[src/include/dlce_pkg.sv]
package dlce_pkg;

  localparam int Y_IN_W      = 8;
  localparam int C_W         = 8;
  localparam int Y_W         = 9;
  localparam int DAC_W       = 10;
  localparam int CON_W       = 6;
  localparam int CON_UNITY   = 32;
  localparam int CON_SHIFT   = 5;
  localparam int COEF_W      = 6;
  localparam int RATIO_SHIFT = 6;
  localparam int AMT_SHIFT   = 4;
  localparam int MTX_W       = 9;
  localparam int MTX_SHIFT   = 6;
  localparam int OSD_W       = 5;
  localparam int PRIO_W      = 3;
  localparam int NPRIO       = 8;
  localparam int OSD_RAM_WORDS = 16;
  localparam int OSD_RGB_W   = 12;
  localparam int PIPE_DEPTH  = 7;
  localparam int FULL_RATE_KHZ = 20250;
  localparam int CLK_KHZ     = 125000;

  localparam logic [Y_W-1:0]   Y_MAX          = 9'h1ff;
  localparam logic [Y_W-1:0]   RUN_MIN_RESET  = 9'h1ff;
  localparam logic [Y_W-1:0]   RUN_MAX_RESET  = 9'h000;
  localparam logic [C_W-1:0]   CHROMA_OFFSET  = 8'h80;
  localparam logic [DAC_W-1:0] DAC_MAX        = 10'h3ff;
  localparam logic [DAC_W-1:0] OSD_FULL_LEVEL = 10'h3ff;
  localparam logic [DAC_W-1:0] OSD_HALF_LEVEL = 10'h1ff;

  typedef struct packed {
    logic signed [MTX_W-1:0] r1;
    logic signed [MTX_W-1:0] r2;
    logic signed [MTX_W-1:0] g1;
    logic signed [MTX_W-1:0] g2;
    logic signed [MTX_W-1:0] b1;
    logic signed [MTX_W-1:0] b2;
  } dlce_mtx_t;

  typedef struct packed {
    logic [DAC_W-1:0] r;
    logic [DAC_W-1:0] g;
    logic [DAC_W-1:0] b;
  } dlce_rgb_t;

  typedef struct packed {
    logic signed [C_W-1:0] cb;
    logic signed [C_W-1:0] cr;
  } dlce_chroma_t;

  typedef struct packed {
    logic             valid;
    logic             odd;
    logic             side;
    logic             ble_en;
    logic             osd_sel;
    logic [OSD_W-1:0] osd;
    logic [Y_W-1:0]   y;
  } dlce_pix_t;

endpackage

[src/hdl/dlce_top.sv]
// What this block does
// - Each luma sample is multiplied by a six-bit contrast value.
// - Contrast gain is setting divided by 32, so 32 gives unity.
// - Separate main and side contrast values; the current picture's one applies.
// - Minimum and maximum of low-pass-filtered luma are measured each field.
// - Tilt point is minimum plus ratio coefficient times measured span.
// - Below tilt, output is input plus amount times input minus tilt.
// - No expansion for samples above the programmable ceiling threshold.
// - Half-rate colour-difference pairs are interpolated up to full pixel rate.
// - Luma and colour difference go to RGB through a programmable matrix.
// - A five-bit OSD code per pixel can replace the video colour.
// - OSD sampling and display clock phase restart at each horizontal flyback.
// - Each colour channel leaves as a ten-bit converter word.
// - Priority code picks main or side contrast and matrix values.
// - Priority code enables or disables the expander per pixel.
`timescale 1ns/1ns
`default_nettype none

module dlce_top #(
  parameter int LP_SHIFT = 2
) (
  input  wire logic                                 clk_in,
  input  wire logic                                 srst_in,
  input  wire logic                                 pix_valid_in,
  input  wire logic [dlce_pkg::Y_IN_W-1:0]          luma_in,
  input  wire logic [dlce_pkg::C_W-1:0]             chroma_in,
  input  wire logic                                 hflyback_in,
  input  wire logic                                 field_start_in,
  input  wire logic [dlce_pkg::OSD_W-1:0]           osd_code_in,
  input  wire logic [dlce_pkg::PRIO_W-1:0]          prio_in,
  input  wire logic [dlce_pkg::NPRIO-1:0]           prio_side_map_in,
  input  wire logic [dlce_pkg::NPRIO-1:0]           prio_osd_map_in,
  input  wire logic [dlce_pkg::NPRIO-1:0]           prio_expander_map_in,
  input  wire logic [dlce_pkg::CON_W-1:0]           contrast_main_in,
  input  wire logic [dlce_pkg::CON_W-1:0]           contrast_side_in,
  input  wire logic [dlce_pkg::COEF_W-1:0]          tilt_ratio_coeff_in,
  input  wire logic [dlce_pkg::COEF_W-1:0]          expansion_amount_coeff_in,
  input  wire logic [dlce_pkg::Y_W-1:0]             expansion_ceiling_threshold_in,
  input  wire dlce_pkg::dlce_mtx_t                  matrix_main_in,
  input  wire dlce_pkg::dlce_mtx_t                  matrix_side_in,
  input  wire logic                                 osd_wr_en_in,
  input  wire logic [3:0]                           osd_wr_addr_in,
  input  wire logic [dlce_pkg::OSD_RGB_W-1:0]       osd_wr_data_in,
  output logic                                      rgb_valid_out,
  output dlce_pkg::dlce_rgb_t                       rgb_out,
  output logic                                      disp_clk_out,
  output logic [dlce_pkg::Y_W-1:0]                  meas_min_out,
  output logic [dlce_pkg::Y_W-1:0]                  meas_max_out
);

  dlce_pkg::dlce_pix_t                   pipe_q [dlce_pkg::PIPE_DEPTH];
  logic                                  phase_q;
  logic [dlce_pkg::C_W-1:0]              chroma_q;
  logic signed [dlce_pkg::C_W-1:0]       cb_hold_q;
  dlce_pkg::dlce_chroma_t                pair_cur_q;
  dlce_pkg::dlce_chroma_t                pair_prev_q;
  dlce_pkg::dlce_chroma_t                chroma_full_q;
  logic [dlce_pkg::Y_W-1:0]              lp_q;
  logic [dlce_pkg::Y_W-1:0]              run_min_q;
  logic [dlce_pkg::Y_W-1:0]              run_max_q;
  logic [dlce_pkg::Y_W-1:0]              tilt_q;
  dlce_pkg::dlce_rgb_t                   mtx_rgb_q;
  logic [dlce_pkg::OSD_RGB_W-1:0]        osd_ram [dlce_pkg::OSD_RAM_WORDS];

  logic [14:0]                           con_prod;
  logic [dlce_pkg::Y_W-1:0]              con_y_d;
  logic [10:0]                           lp_sum;
  logic [dlce_pkg::Y_W-1:0]              lp_d;
  logic [dlce_pkg::Y_W-1:0]              span;
  logic [14:0]                           tilt_prod;
  logic [9:0]                            tilt_sum;
  logic [dlce_pkg::Y_W-1:0]              tilt_d;
  logic                                  expand;
  logic [dlce_pkg::Y_W-1:0]              exp_diff;
  logic [14:0]                           exp_prod;
  logic [dlce_pkg::Y_W-1:0]              exp_y_d;
  logic signed [dlce_pkg::C_W-1:0]       chroma_s;
  logic signed [dlce_pkg::C_W:0]         cb_avg;
  logic signed [dlce_pkg::C_W:0]         cr_avg;
  dlce_pkg::dlce_chroma_t                chroma_full_d;
  dlce_pkg::dlce_mtx_t                   mtx;
  dlce_pkg::dlce_rgb_t                   osd_rgb;
  logic [3:0]                            osd_ram_addr;

  function automatic logic [dlce_pkg::DAC_W-1:0] sat_dac(input logic signed [13:0] v);
    if (v < 0) begin
      return '0;
    end else if (v > $signed({4'h0, dlce_pkg::DAC_MAX})) begin
      return dlce_pkg::DAC_MAX;
    end else begin
      return v[dlce_pkg::DAC_W-1:0];
    end
  endfunction

  function automatic logic [dlce_pkg::DAC_W-1:0] mtx_chan(
    input logic [dlce_pkg::Y_W-1:0]          y,
    input logic signed [dlce_pkg::MTX_W-1:0] k1,
    input logic signed [dlce_pkg::MTX_W-1:0] k2,
    input dlce_pkg::dlce_chroma_t            c
  );
    logic signed [17:0] mac;
    logic signed [13:0] sum;
    mac = 18'(k1) * 18'(c.cb) + 18'(k2) * 18'(c.cr);
    sum = $signed({4'h0, y, 1'b0}) + 14'(mac >>> dlce_pkg::MTX_SHIFT);
    return sat_dac(sum);
  endfunction

  function automatic logic [dlce_pkg::DAC_W-1:0] osd_expand(input logic [3:0] c);
    return {c, c, c[3:2]};
  endfunction

  // Pixel phase and display clock restart on every flyback so the insertion phase is fixed.
  always_ff @(posedge clk_in) begin
    if (srst_in || hflyback_in) begin
      phase_q      <= 1'b0;
      disp_clk_out <= 1'b0;
    end else begin
      disp_clk_out <= ~disp_clk_out;
      if (pix_valid_in) begin
        phase_q <= ~phase_q;
      end
    end
  end

  // Input stage: priority decode and OSD code are captured with the pixel.
  always_ff @(posedge clk_in) begin
    if (srst_in) begin
      pipe_q[0] <= '0;
      chroma_q  <= dlce_pkg::CHROMA_OFFSET;
    end else begin
      pipe_q[0].valid   <= pix_valid_in;
      pipe_q[0].odd     <= phase_q;
      pipe_q[0].side    <= prio_side_map_in[prio_in];
      pipe_q[0].ble_en  <= prio_expander_map_in[prio_in];
      pipe_q[0].osd_sel <= prio_osd_map_in[prio_in];
      pipe_q[0].osd     <= osd_code_in;
      pipe_q[0].y       <= {1'b0, luma_in};
      chroma_q          <= chroma_in;
    end
  end

  // Contrast multiply with saturation.
  always_comb begin
    con_prod = pipe_q[0].y * (pipe_q[0].side ? contrast_side_in : contrast_main_in);
    if (con_prod[14:dlce_pkg::CON_SHIFT] > {1'b0, dlce_pkg::Y_MAX}) begin
      con_y_d = dlce_pkg::Y_MAX;
    end else begin
      con_y_d = con_prod[13:dlce_pkg::CON_SHIFT];
    end
  end

  always_ff @(posedge clk_in) begin
    if (srst_in) begin
      pipe_q[1] <= '0;
    end else begin
      pipe_q[1]   <= pipe_q[0];
      pipe_q[1].y <= con_y_d;
    end
  end

  // Low-pass filter and per-field min and max measurement.
  always_comb begin
    lp_sum = {2'b00, lp_q} + {1'b0, lp_q, 1'b0} + {2'b00, pipe_q[1].y};
    lp_d   = 9'(lp_sum >> LP_SHIFT);
    if (meas_max_out <= meas_min_out) begin
      span = '0;
    end else begin
      span = meas_max_out - meas_min_out;
    end
    tilt_prod = span * tilt_ratio_coeff_in;
    tilt_sum  = {1'b0, meas_min_out} + {1'b0, tilt_prod[14:dlce_pkg::RATIO_SHIFT]};
    tilt_d    = tilt_sum[9] ? dlce_pkg::Y_MAX : tilt_sum[8:0];
  end

  always_ff @(posedge clk_in) begin
    if (srst_in) begin
      lp_q         <= '0;
      run_min_q    <= dlce_pkg::RUN_MIN_RESET;
      run_max_q    <= dlce_pkg::RUN_MAX_RESET;
      meas_min_out <= '0;
      meas_max_out <= '0;
      tilt_q       <= '0;
    end else begin
      tilt_q <= tilt_d;
      if (pipe_q[1].valid) begin
        lp_q <= lp_d;
      end
      if (field_start_in) begin
        meas_min_out <= run_min_q;
        meas_max_out <= run_max_q;
        run_min_q    <= dlce_pkg::RUN_MIN_RESET;
        run_max_q    <= dlce_pkg::RUN_MAX_RESET;
      end else if (pipe_q[1].valid) begin
        if (lp_d < run_min_q) begin
          run_min_q <= lp_d;
        end
        if (lp_d > run_max_q) begin
          run_max_q <= lp_d;
        end
      end
    end
  end

  // Black level expander.
  always_comb begin
    expand   = pipe_q[1].ble_en && (pipe_q[1].y < tilt_q) &&
               (pipe_q[1].y <= expansion_ceiling_threshold_in);
    exp_diff = tilt_q - pipe_q[1].y;
    exp_prod = exp_diff * expansion_amount_coeff_in;
    if (!expand) begin
      exp_y_d = pipe_q[1].y;
    end else if ({2'b00, pipe_q[1].y} > exp_prod[14:dlce_pkg::AMT_SHIFT]) begin
      exp_y_d = 9'(({2'b00, pipe_q[1].y}) - exp_prod[14:dlce_pkg::AMT_SHIFT]);
    end else begin
      exp_y_d = '0;
    end
  end

  always_ff @(posedge clk_in) begin
    if (srst_in) begin
      pipe_q[2] <= '0;
    end else begin
      pipe_q[2]   <= pipe_q[1];
      pipe_q[2].y <= exp_y_d;
    end
  end

  // Luma waits here so it meets the interpolated chroma of the same pixel.
  for (genvar i = 3; i < dlce_pkg::PIPE_DEPTH; i++) begin : g_delay
    always_ff @(posedge clk_in) begin
      if (srst_in) begin
        pipe_q[i] <= '0;
      end else begin
        pipe_q[i] <= pipe_q[i-1];
      end
    end
  end

  // Chroma pairing: Cb on even pixels, Cr on odd pixels.
  assign chroma_s = $signed(chroma_q ^ dlce_pkg::CHROMA_OFFSET);

  always_ff @(posedge clk_in) begin
    if (srst_in) begin
      cb_hold_q   <= '0;
      pair_cur_q  <= '0;
      pair_prev_q <= '0;
    end else if (pipe_q[0].valid) begin
      if (!pipe_q[0].odd) begin
        cb_hold_q <= chroma_s;
      end else begin
        pair_prev_q <= pair_cur_q;
        pair_cur_q  <= '{cb: cb_hold_q, cr: chroma_s};
      end
    end
  end

  // Co-sited pixels take the pair, in-between pixels take the average of two pairs.
  always_comb begin
    cb_avg = {pair_prev_q.cb[7], pair_prev_q.cb} + {pair_cur_q.cb[7], pair_cur_q.cb};
    cr_avg = {pair_prev_q.cr[7], pair_prev_q.cr} + {pair_cur_q.cr[7], pair_cur_q.cr};
    if (pipe_q[4].odd) begin
      chroma_full_d.cb = cb_avg[8:1];
      chroma_full_d.cr = cr_avg[8:1];
    end else begin
      chroma_full_d = pair_prev_q;
    end
  end

  always_ff @(posedge clk_in) begin
    if (srst_in) begin
      chroma_full_q <= '0;
    end else begin
      chroma_full_q <= chroma_full_d;
    end
  end

  // Matrix to RGB, aligned with pipe stage five.
  assign mtx = pipe_q[5].side ? matrix_side_in : matrix_main_in;

  always_ff @(posedge clk_in) begin
    if (srst_in) begin
      mtx_rgb_q <= '0;
    end else begin
      mtx_rgb_q.r <= mtx_chan(pipe_q[5].y, mtx.r1, mtx.r2, chroma_full_q);
      mtx_rgb_q.g <= mtx_chan(pipe_q[5].y, mtx.g1, mtx.g2, chroma_full_q);
      mtx_rgb_q.b <= mtx_chan(pipe_q[5].y, mtx.b1, mtx.b2, chroma_full_q);
    end
  end

  // OSD colour table: fixed lower half, writable upper half.
  always_ff @(posedge clk_in) begin
    if (osd_wr_en_in) begin
      osd_ram[osd_wr_addr_in] <= osd_wr_data_in;
    end
  end

  assign osd_ram_addr = pipe_q[6].osd[3:0];

  always_comb begin
    if (pipe_q[6].osd[4]) begin
      osd_rgb.r = osd_expand(osd_ram[osd_ram_addr][11:8]);
      osd_rgb.g = osd_expand(osd_ram[osd_ram_addr][7:4]);
      osd_rgb.b = osd_expand(osd_ram[osd_ram_addr][3:0]);
    end else begin
      osd_rgb.r = pipe_q[6].osd[0] ? (pipe_q[6].osd[3] ? dlce_pkg::OSD_HALF_LEVEL
                                                        : dlce_pkg::OSD_FULL_LEVEL) : '0;
      osd_rgb.g = pipe_q[6].osd[1] ? (pipe_q[6].osd[3] ? dlce_pkg::OSD_HALF_LEVEL
                                                        : dlce_pkg::OSD_FULL_LEVEL) : '0;
      osd_rgb.b = pipe_q[6].osd[2] ? (pipe_q[6].osd[3] ? dlce_pkg::OSD_HALF_LEVEL
                                                        : dlce_pkg::OSD_FULL_LEVEL) : '0;
    end
  end

  // Output words to the converters.
  always_ff @(posedge clk_in) begin
    if (srst_in) begin
      rgb_valid_out <= 1'b0;
      rgb_out       <= '0;
    end else begin
      rgb_valid_out <= pipe_q[6].valid;
      rgb_out       <= pipe_q[6].osd_sel ? osd_rgb : mtx_rgb_q;
    end
  end

endmodule

`default_nettype wire

[config.mk]
export PLATFORM = sky130hd
export DESIGN_NAME = dlce_top
export DESIGN_NICKNAME = d
export VERILOG_FILES = /design/src/include/dlce_pkg.sv /design/src/hdl/dlce_top.sv
export SDC_FILE = /design/constraint.sdc
export NUM_CORES = 2
export LEC_CHECK = 0
export BUFFER_PORTS_ARGS = -buffer_cell sky130_fd_sc_hd__buf_2
export CAP_MARGIN = 20
export CORE_MARGIN = 8
export CORE_UTILIZATION = 63
export CTS_CLUSTER_SIZE = 14
export DETAILED_ROUTE_END_ITERATION = 7
export GPL_TIMING_DRIVEN = 1
export PLACE_DENSITY_LB_ADDON = 0.2
export SLEW_MARGIN = 25
export SYNTH_ARGS = -nofsm -noshare
export SYNTH_HDL_FRONTEND = slang
export SYNTH_SLANG_ARGS = --single-unit
[constraint.sdc]
create_clock -name clk_in -period 10.1 [get_ports clk_in]
set_clock_uncertainty 0.2 [all_clocks]
set_input_delay 1.01 -clock clk_in [delete_from_list [all_inputs] [get_ports clk_in]]
set_output_delay 1.01 -clock clk_in [all_outputs]
set_load 0.03 [all_outputs]
Word-level counts from Yosys, hierarchy flattened
Memories as Yosys holds them, arrays and structs flattened.
Index checks and enable logic that the tools add are counted.
{"block": "totals", "in_bits": 211, "regBits": 181, "ram_bits": 325, "wordCells": 135, "memories": 2, "out_inout_bits": 50}
{"block": "classes", "n_reduce_logical": 11, "n_lt_le_gt_ge": 14, "add_sub_neg": 14, "bitwise": 19, "multipliers": 9, "muxes": 43}
{"memory": "osd_ram", "depth": 16, "word_bits": 12, "rd": 1, "rd_ports_with_merged_regs": 0, "wr": 1, "line": "dlce_top.sv:63", "text": "logic [dlce_pkg::OSD_RGB_W-1:0] osd_ram [dlce_pkg::OSD_RAM_WORDS];"}
{"memory": "pipe_q", "depth": 7, "word_bits": 19, "rd": 7, "rd_ports_with_merged_regs": 0, "wr": 7, "line": "dlce_top.sv:51", "text": "dlce_pkg::dlce_pix_t pipe_q [dlce_pkg::PIPE_DEPTH];"}
{"op": "$mux W19", "n": 6}
{"op": "$mul A9 B8 Y17", "n": 6}
{"op": "$mux W9", "n": 8}
{"op": "$mux W10", "n": 7}
{"op": "$mux W30", "n": 2}
{"op": "$add A17 B17 Y18", "n": 3}
{"op": "$mux W54", "n": 1}
{"op": "$mul A9 B6 Y15", "n": 3}
{"op": "$add A11 B12 Y13", "n": 3}
{"op": "$gt A13 B11 Y1 const B", "n": 3}
{"op": "$lt A13 B1 Y1 const B", "n": 3}
{"op": "$sub A9 B9 Y9", "n": 3}
{"op": "$add A8 B8 Y9", "n": 2}
{"op": "$le A9 B9 Y1", "n": 2}
{"op": "$lt A9 B9 Y1", "n": 2}
{"op": "$mux W16", "n": 1}
{"op": "$or A1 B1 Y1", "n": 15}
{"op": "$mux W1", "n": 13}
{"op": "$add A11 B9 Y11", "n": 1}
{"op": "$add A9 B10 Y11", "n": 1}
{"op": "$gt A9 B11 Y1", "n": 1}
{"op": "$add A9 B9 Y10", "n": 1}
{"op": "$gt A10 B9 Y1 const B", "n": 1}
{"op": "$bmux W1 S3", "n": 3}
{"op": "other kinds (9)", "n": 19}

Logic depth before layout (Yosys ltp)
{"block": "depth", "ltp_word": 6, "ltp_mapped": 36, "depth_no_buf": 36}

Worst setup path before layout
OpenSTA, ideal clock, no wires.
{"block": "synth_path", "kind": "register -> register", "start": "mem pipe_q[2][35] in the netlist's numbering", "end": "reg mtx_rgb_q[20] in the netlist's numbering", "setup_time_ns": 0.059, "stages_incl_launch_ff": 32, "t_arrival_ns": 7.937, "path_slack_ns": 1.904, "t_required_ns": 9.841, "period_less_slack_ns": 8.196, "path_buffers": 2, "path_cell_list": "dfxtp_1 buf_2 buf_1 mux2i_1 nor2b_1 fa_1 inv_1 fa_1 inv_1 fa_1 fa_1 fa_1 inv_1 fa_1 inv_1 ha_1 a21oi_1 nor2b_1 nor2_1 inv_1 a21oi_1 xnor2_1 ha_1 a21o_1 a211oi_1 o21bai_1 a21oi_1 o21ai_0 and3_1 or4_1 a21oi_2 a21o_1"}
{"item": "from (decl)", "line": "dlce_top.sv:51"}
{"item": "to (decl)", "line": "dlce_top.sv:62", "text": "dlce_pkg::dlce_rgb_t mtx_rgb_q;"}

==> metrics.md <==
| Metric | Value |
|---|---|
| CTS tree | `done` |
| Synth-to-Final Area Change | `8.99%` |
| Part of the power in combinational logic | `47.8%` |
| Final setup violation count | `0` |
| Clock Power Share | `23.5%` |
| Setup Fix Bufs, Post-CTS | `0` |
| Synth Register Bits | `~500` |
| Clock slew at reported path FFs | `0.06 ns` |
| Yosys top cell by area | `fa_1` |
| Critical Setup Path Class | `reg2reg` |
| Initial Utilization | `63.8%` |
| Peak supply drop | `0.000475 V` |
| First-pass GRT wire length | `roughly 160 mm` |
| Reg-to-Reg Start | `pipe_q[2][35]` |
| Via density per instance | `5.54` |
| CTS Buf Count | `46` |
| Top FF cell, synth | `dfxtp_1` |
| Placed standard-cell area | `between 40000 and 50000 sq um` |
| Max-Cap Viols | `0` |
| Post-synthesis instance total | `around 4100` |
| Most common cell in the netlist | `inv_1` |
| Required time worst endpoint | `around 10 ns` |
| CP max stage delay | `0.82 ns` |
| Sw power | `roughly 2.8 mW` |
| Status | `finished, final reports clean` |
| Cts repair resizes | `0` |
| GRT Total Usage | `25.7%` |
| GR Util met1 | `32.9%` |
| Syn Std Cell Area | `43000 sq um` |
| Tot Pwr | `approximately 7.5 mW` |
| Clock root buffer | `clkbuf_16` |
| Pwr dens | `160 nW/um^2` |
| Worst path most repeated cell | `fa_1` |
| # DRC | `0` |
| Core Util, Final | `69.5%` |
| HPWL Detailed | `76.0 mm` |
| Filler-free cell count of the finished design | `~5300` |
| Max Fclk | `112 MHz` |
| TNS Setup | `0 ns` |
| Slew Viols, Final | `0` |
| DRT iter0 DRCs | `1684` |
| Num Clock Sinks | `a little under 500` |
| Worst Setup SP | `pipe_q[2][35]` |
| Crit-path max FO | `52` |
| Vias in the first global route | `30807` |
| Fin. Hold Viols | `0` |
| Nets | `5479` |
| Die area | `between 70000 and 80000 sq um` |
| Syn_nets | `between 5000 and 6000` |
| Worst-case clock buffer depth | `3` |
| # rows | `95` |
| Routed Antenna Nets | `0` |
| Worst slew pin tran | `1.02 ns` |
| Core ar. | `67400 sq um` |
| Die extent in y | `277 microns` |
| Number of flops mapped to enable cells by yosys | `192` |
| Initial antenna violation count | `9` |
| I/O pin total | `around 260` |
| Placed Cells | `5194` |
| Grt total ovfl | `0` |
| Post-layout instance area | `roughly 47000 sq um` |
| CP Launch Type | `register` |
| Synth async-reset ratio | `0%` |
| P_leak | `approximately 22 nW` |
| Synth warn | `0` |
| Internal Pwr Total | `4.71 mW` |
| Fin crit share | `88.2%` |
| Hold_ws | `0.212 ns` |
| H-tree Lvls | `2` |
| CP arrival | `9.19 ns` |
| Die Span X | `277 microns` |
| Switching Fraction | `37.3%` |
| Share of layout cells above drive strength 1 | `11.9%` |
| Hold buffer count at CTS | `0` |
| Reg power frac | `28.8%` |
| DRT Wirelength | `97.7 mm` |
| Clock latency on the worst-skew pair | `0.57 ns` |
| Critical path capture point type | `register` |
| Number of port buffers | `260` |
| Pin count of the biggest net entering global routing | `96` |
| Routability Congestion | `between 0.9 and 1` |
| First-pass DRT Iterations | `7` |
| Synth cell types | `80` |
| Worst rel slew slack | `between 30% and 40%` |
| Hold Crit Start | `disp_clk_out` |
| Mapped Avg Cell Area | `10.4 sq um` |
| Worst slack, placed | `1.16 ns` |
| Met2 Use GR | `44.2%` |
| Register area share after synthesis | `a little over a quarter` |
| Commonest cells in the netlist | `inv_1, fa_1, nand2_1` |
| Tmin final | `8.91 ns` |
| Top Usage Layer GRT | `met2` |
| CP max-delay cell | `dfxtp_4` |
| Global routing usage on met3 | `4.08%` |
| Synth area leaders | `fa_1, dfxtp_1, edfxtp_1` |
| Routed len/inst | `about 18 microns` |
| RSZ-0062 raised after global routing | `false` |
| Final worst setup slack | `1.19 ns` |
| Type of the worst min-delay path | `reg2reg` |
| Vias | `29289` |
| Top-area cell type share of the netlist area | `26.4%` |
layer usage:
layer  vias up  wire length, microns
met5         -                    20
li1      13659                     -
met3       203                  6350
met1     14499                 39300
met2       926                 48500
met4         2                  3570
final timing paths:
kind | to | slack [ns] | cells after the start
worst max-delay path | mtx_rgb_q[27] | 1.19 | 29
worst min register to register | disp_clk_out | 0.21 | 1
worst max register to register | mtx_rgb_q[27] | 1.19 | 29
worst min-delay path | disp_clk_out | 0.21 | 1
state kept, by name (all words and copies together) (netlist names), 8 cells and up:
name,cells
cb_hold_q,8
chroma_full_q,16
chroma_q,8
lp_q,9
meas_max_out,9
meas_min_out,9
mtx_rgb_q,30
osd_ram,192
pair_cur_q,16
pair_prev_q,16
pipe_q,115
rgb_out,30
run_max_q,9
run_min_q,9
tilt_q,9
worst max-delay path: cells and delay by family, from the launching register on:
kind            cells  cell delay (ns)
xor+xnor            1             0.16
compound gates      9             2.01
fa+ha+maj           8             3.61
simple gates        5             1.03
flops               1             0.82
mux                 1             0.72
buf+inv             5             0.25
power by group through the flow:
| stage | sequential, mW | combinational (mW) | clock (mW) |
|---|---|---|---|
| 2_1_floorplan | 2.18 | 2.86 | 0 |
| 3_3_place_gp | 2.20 | 3.48 | 0 |
| 3_5_place_dp | 2.20 | 3.57 | 0 |
| 4_1_cts | 2.16 | 3.60 | 1.79 |
| 5_1_grt | 2.16 | 4.06 | 1.87 |
| 6_report | 2.16 | 3.59 | 1.76 |
cells in the final DEF (no fill, tap or decap), types with 46 or more instances in the layout:
| cell type | synthesis | final |
|---|---|---|
| dfxtp_1 | 296 | 294 |
| a21o_1 | 49 | 49 |
| ha_1 | 332 | 332 |
| nor2_1 | 169 | 161 |
| a21oi_1 | 174 | 173 |
| nand2_1 | 353 | 352 |
| clkbuf_16 | 0 | 47 |
| nand2b_1 | 81 | 81 |
| inv_1 | 741 | 741 |
| and2_1 | 148 | 147 |
| xor2_1 | 46 | 46 |
| mux4_2 | 60 | 60 |
| edfxtp_1 | 192 | 192 |
| buf_2 | 5 | 259 |
| nor2b_1 | 256 | 256 |
| xnor2_1 | 98 | 98 |
| mux2i_1 | 84 | 84 |
| fa_1 | 567 | 567 |
area by class of cell:
| type | count | area [sq um] |
|---|---|---|
| multi-input combinational | 2790 | 28100 |
| inverter | 741 | 2780 |
| sequential | 488 | 11700 |
| timing repair buffer | 302 | 1630 |
| clock buffer | 60 | 1270 |
| clock inverter | 22 | 260 |
| fill | 5154 | 20500 |
| antenna | 7 | 17.5 |
| tap | 873 | 1090 |
kinds of logic (layout without fill, tap and decap cells):
kind of cell	Yosys count	in the layout	share of synthesized area [%]
AOI/OAI and AO/OA	438	438	6.75
and+or+nand+nor	1121	1121	13.2
other	0	7	0
xor gates and xnor gates	145	145	2.97
adders and majority gates	899	899	36.1
muxes	187	187	6.23
buffers and inverters	860	1125	7.54
DFF	488	488	27.2
(Power assumes the default switching activity.)
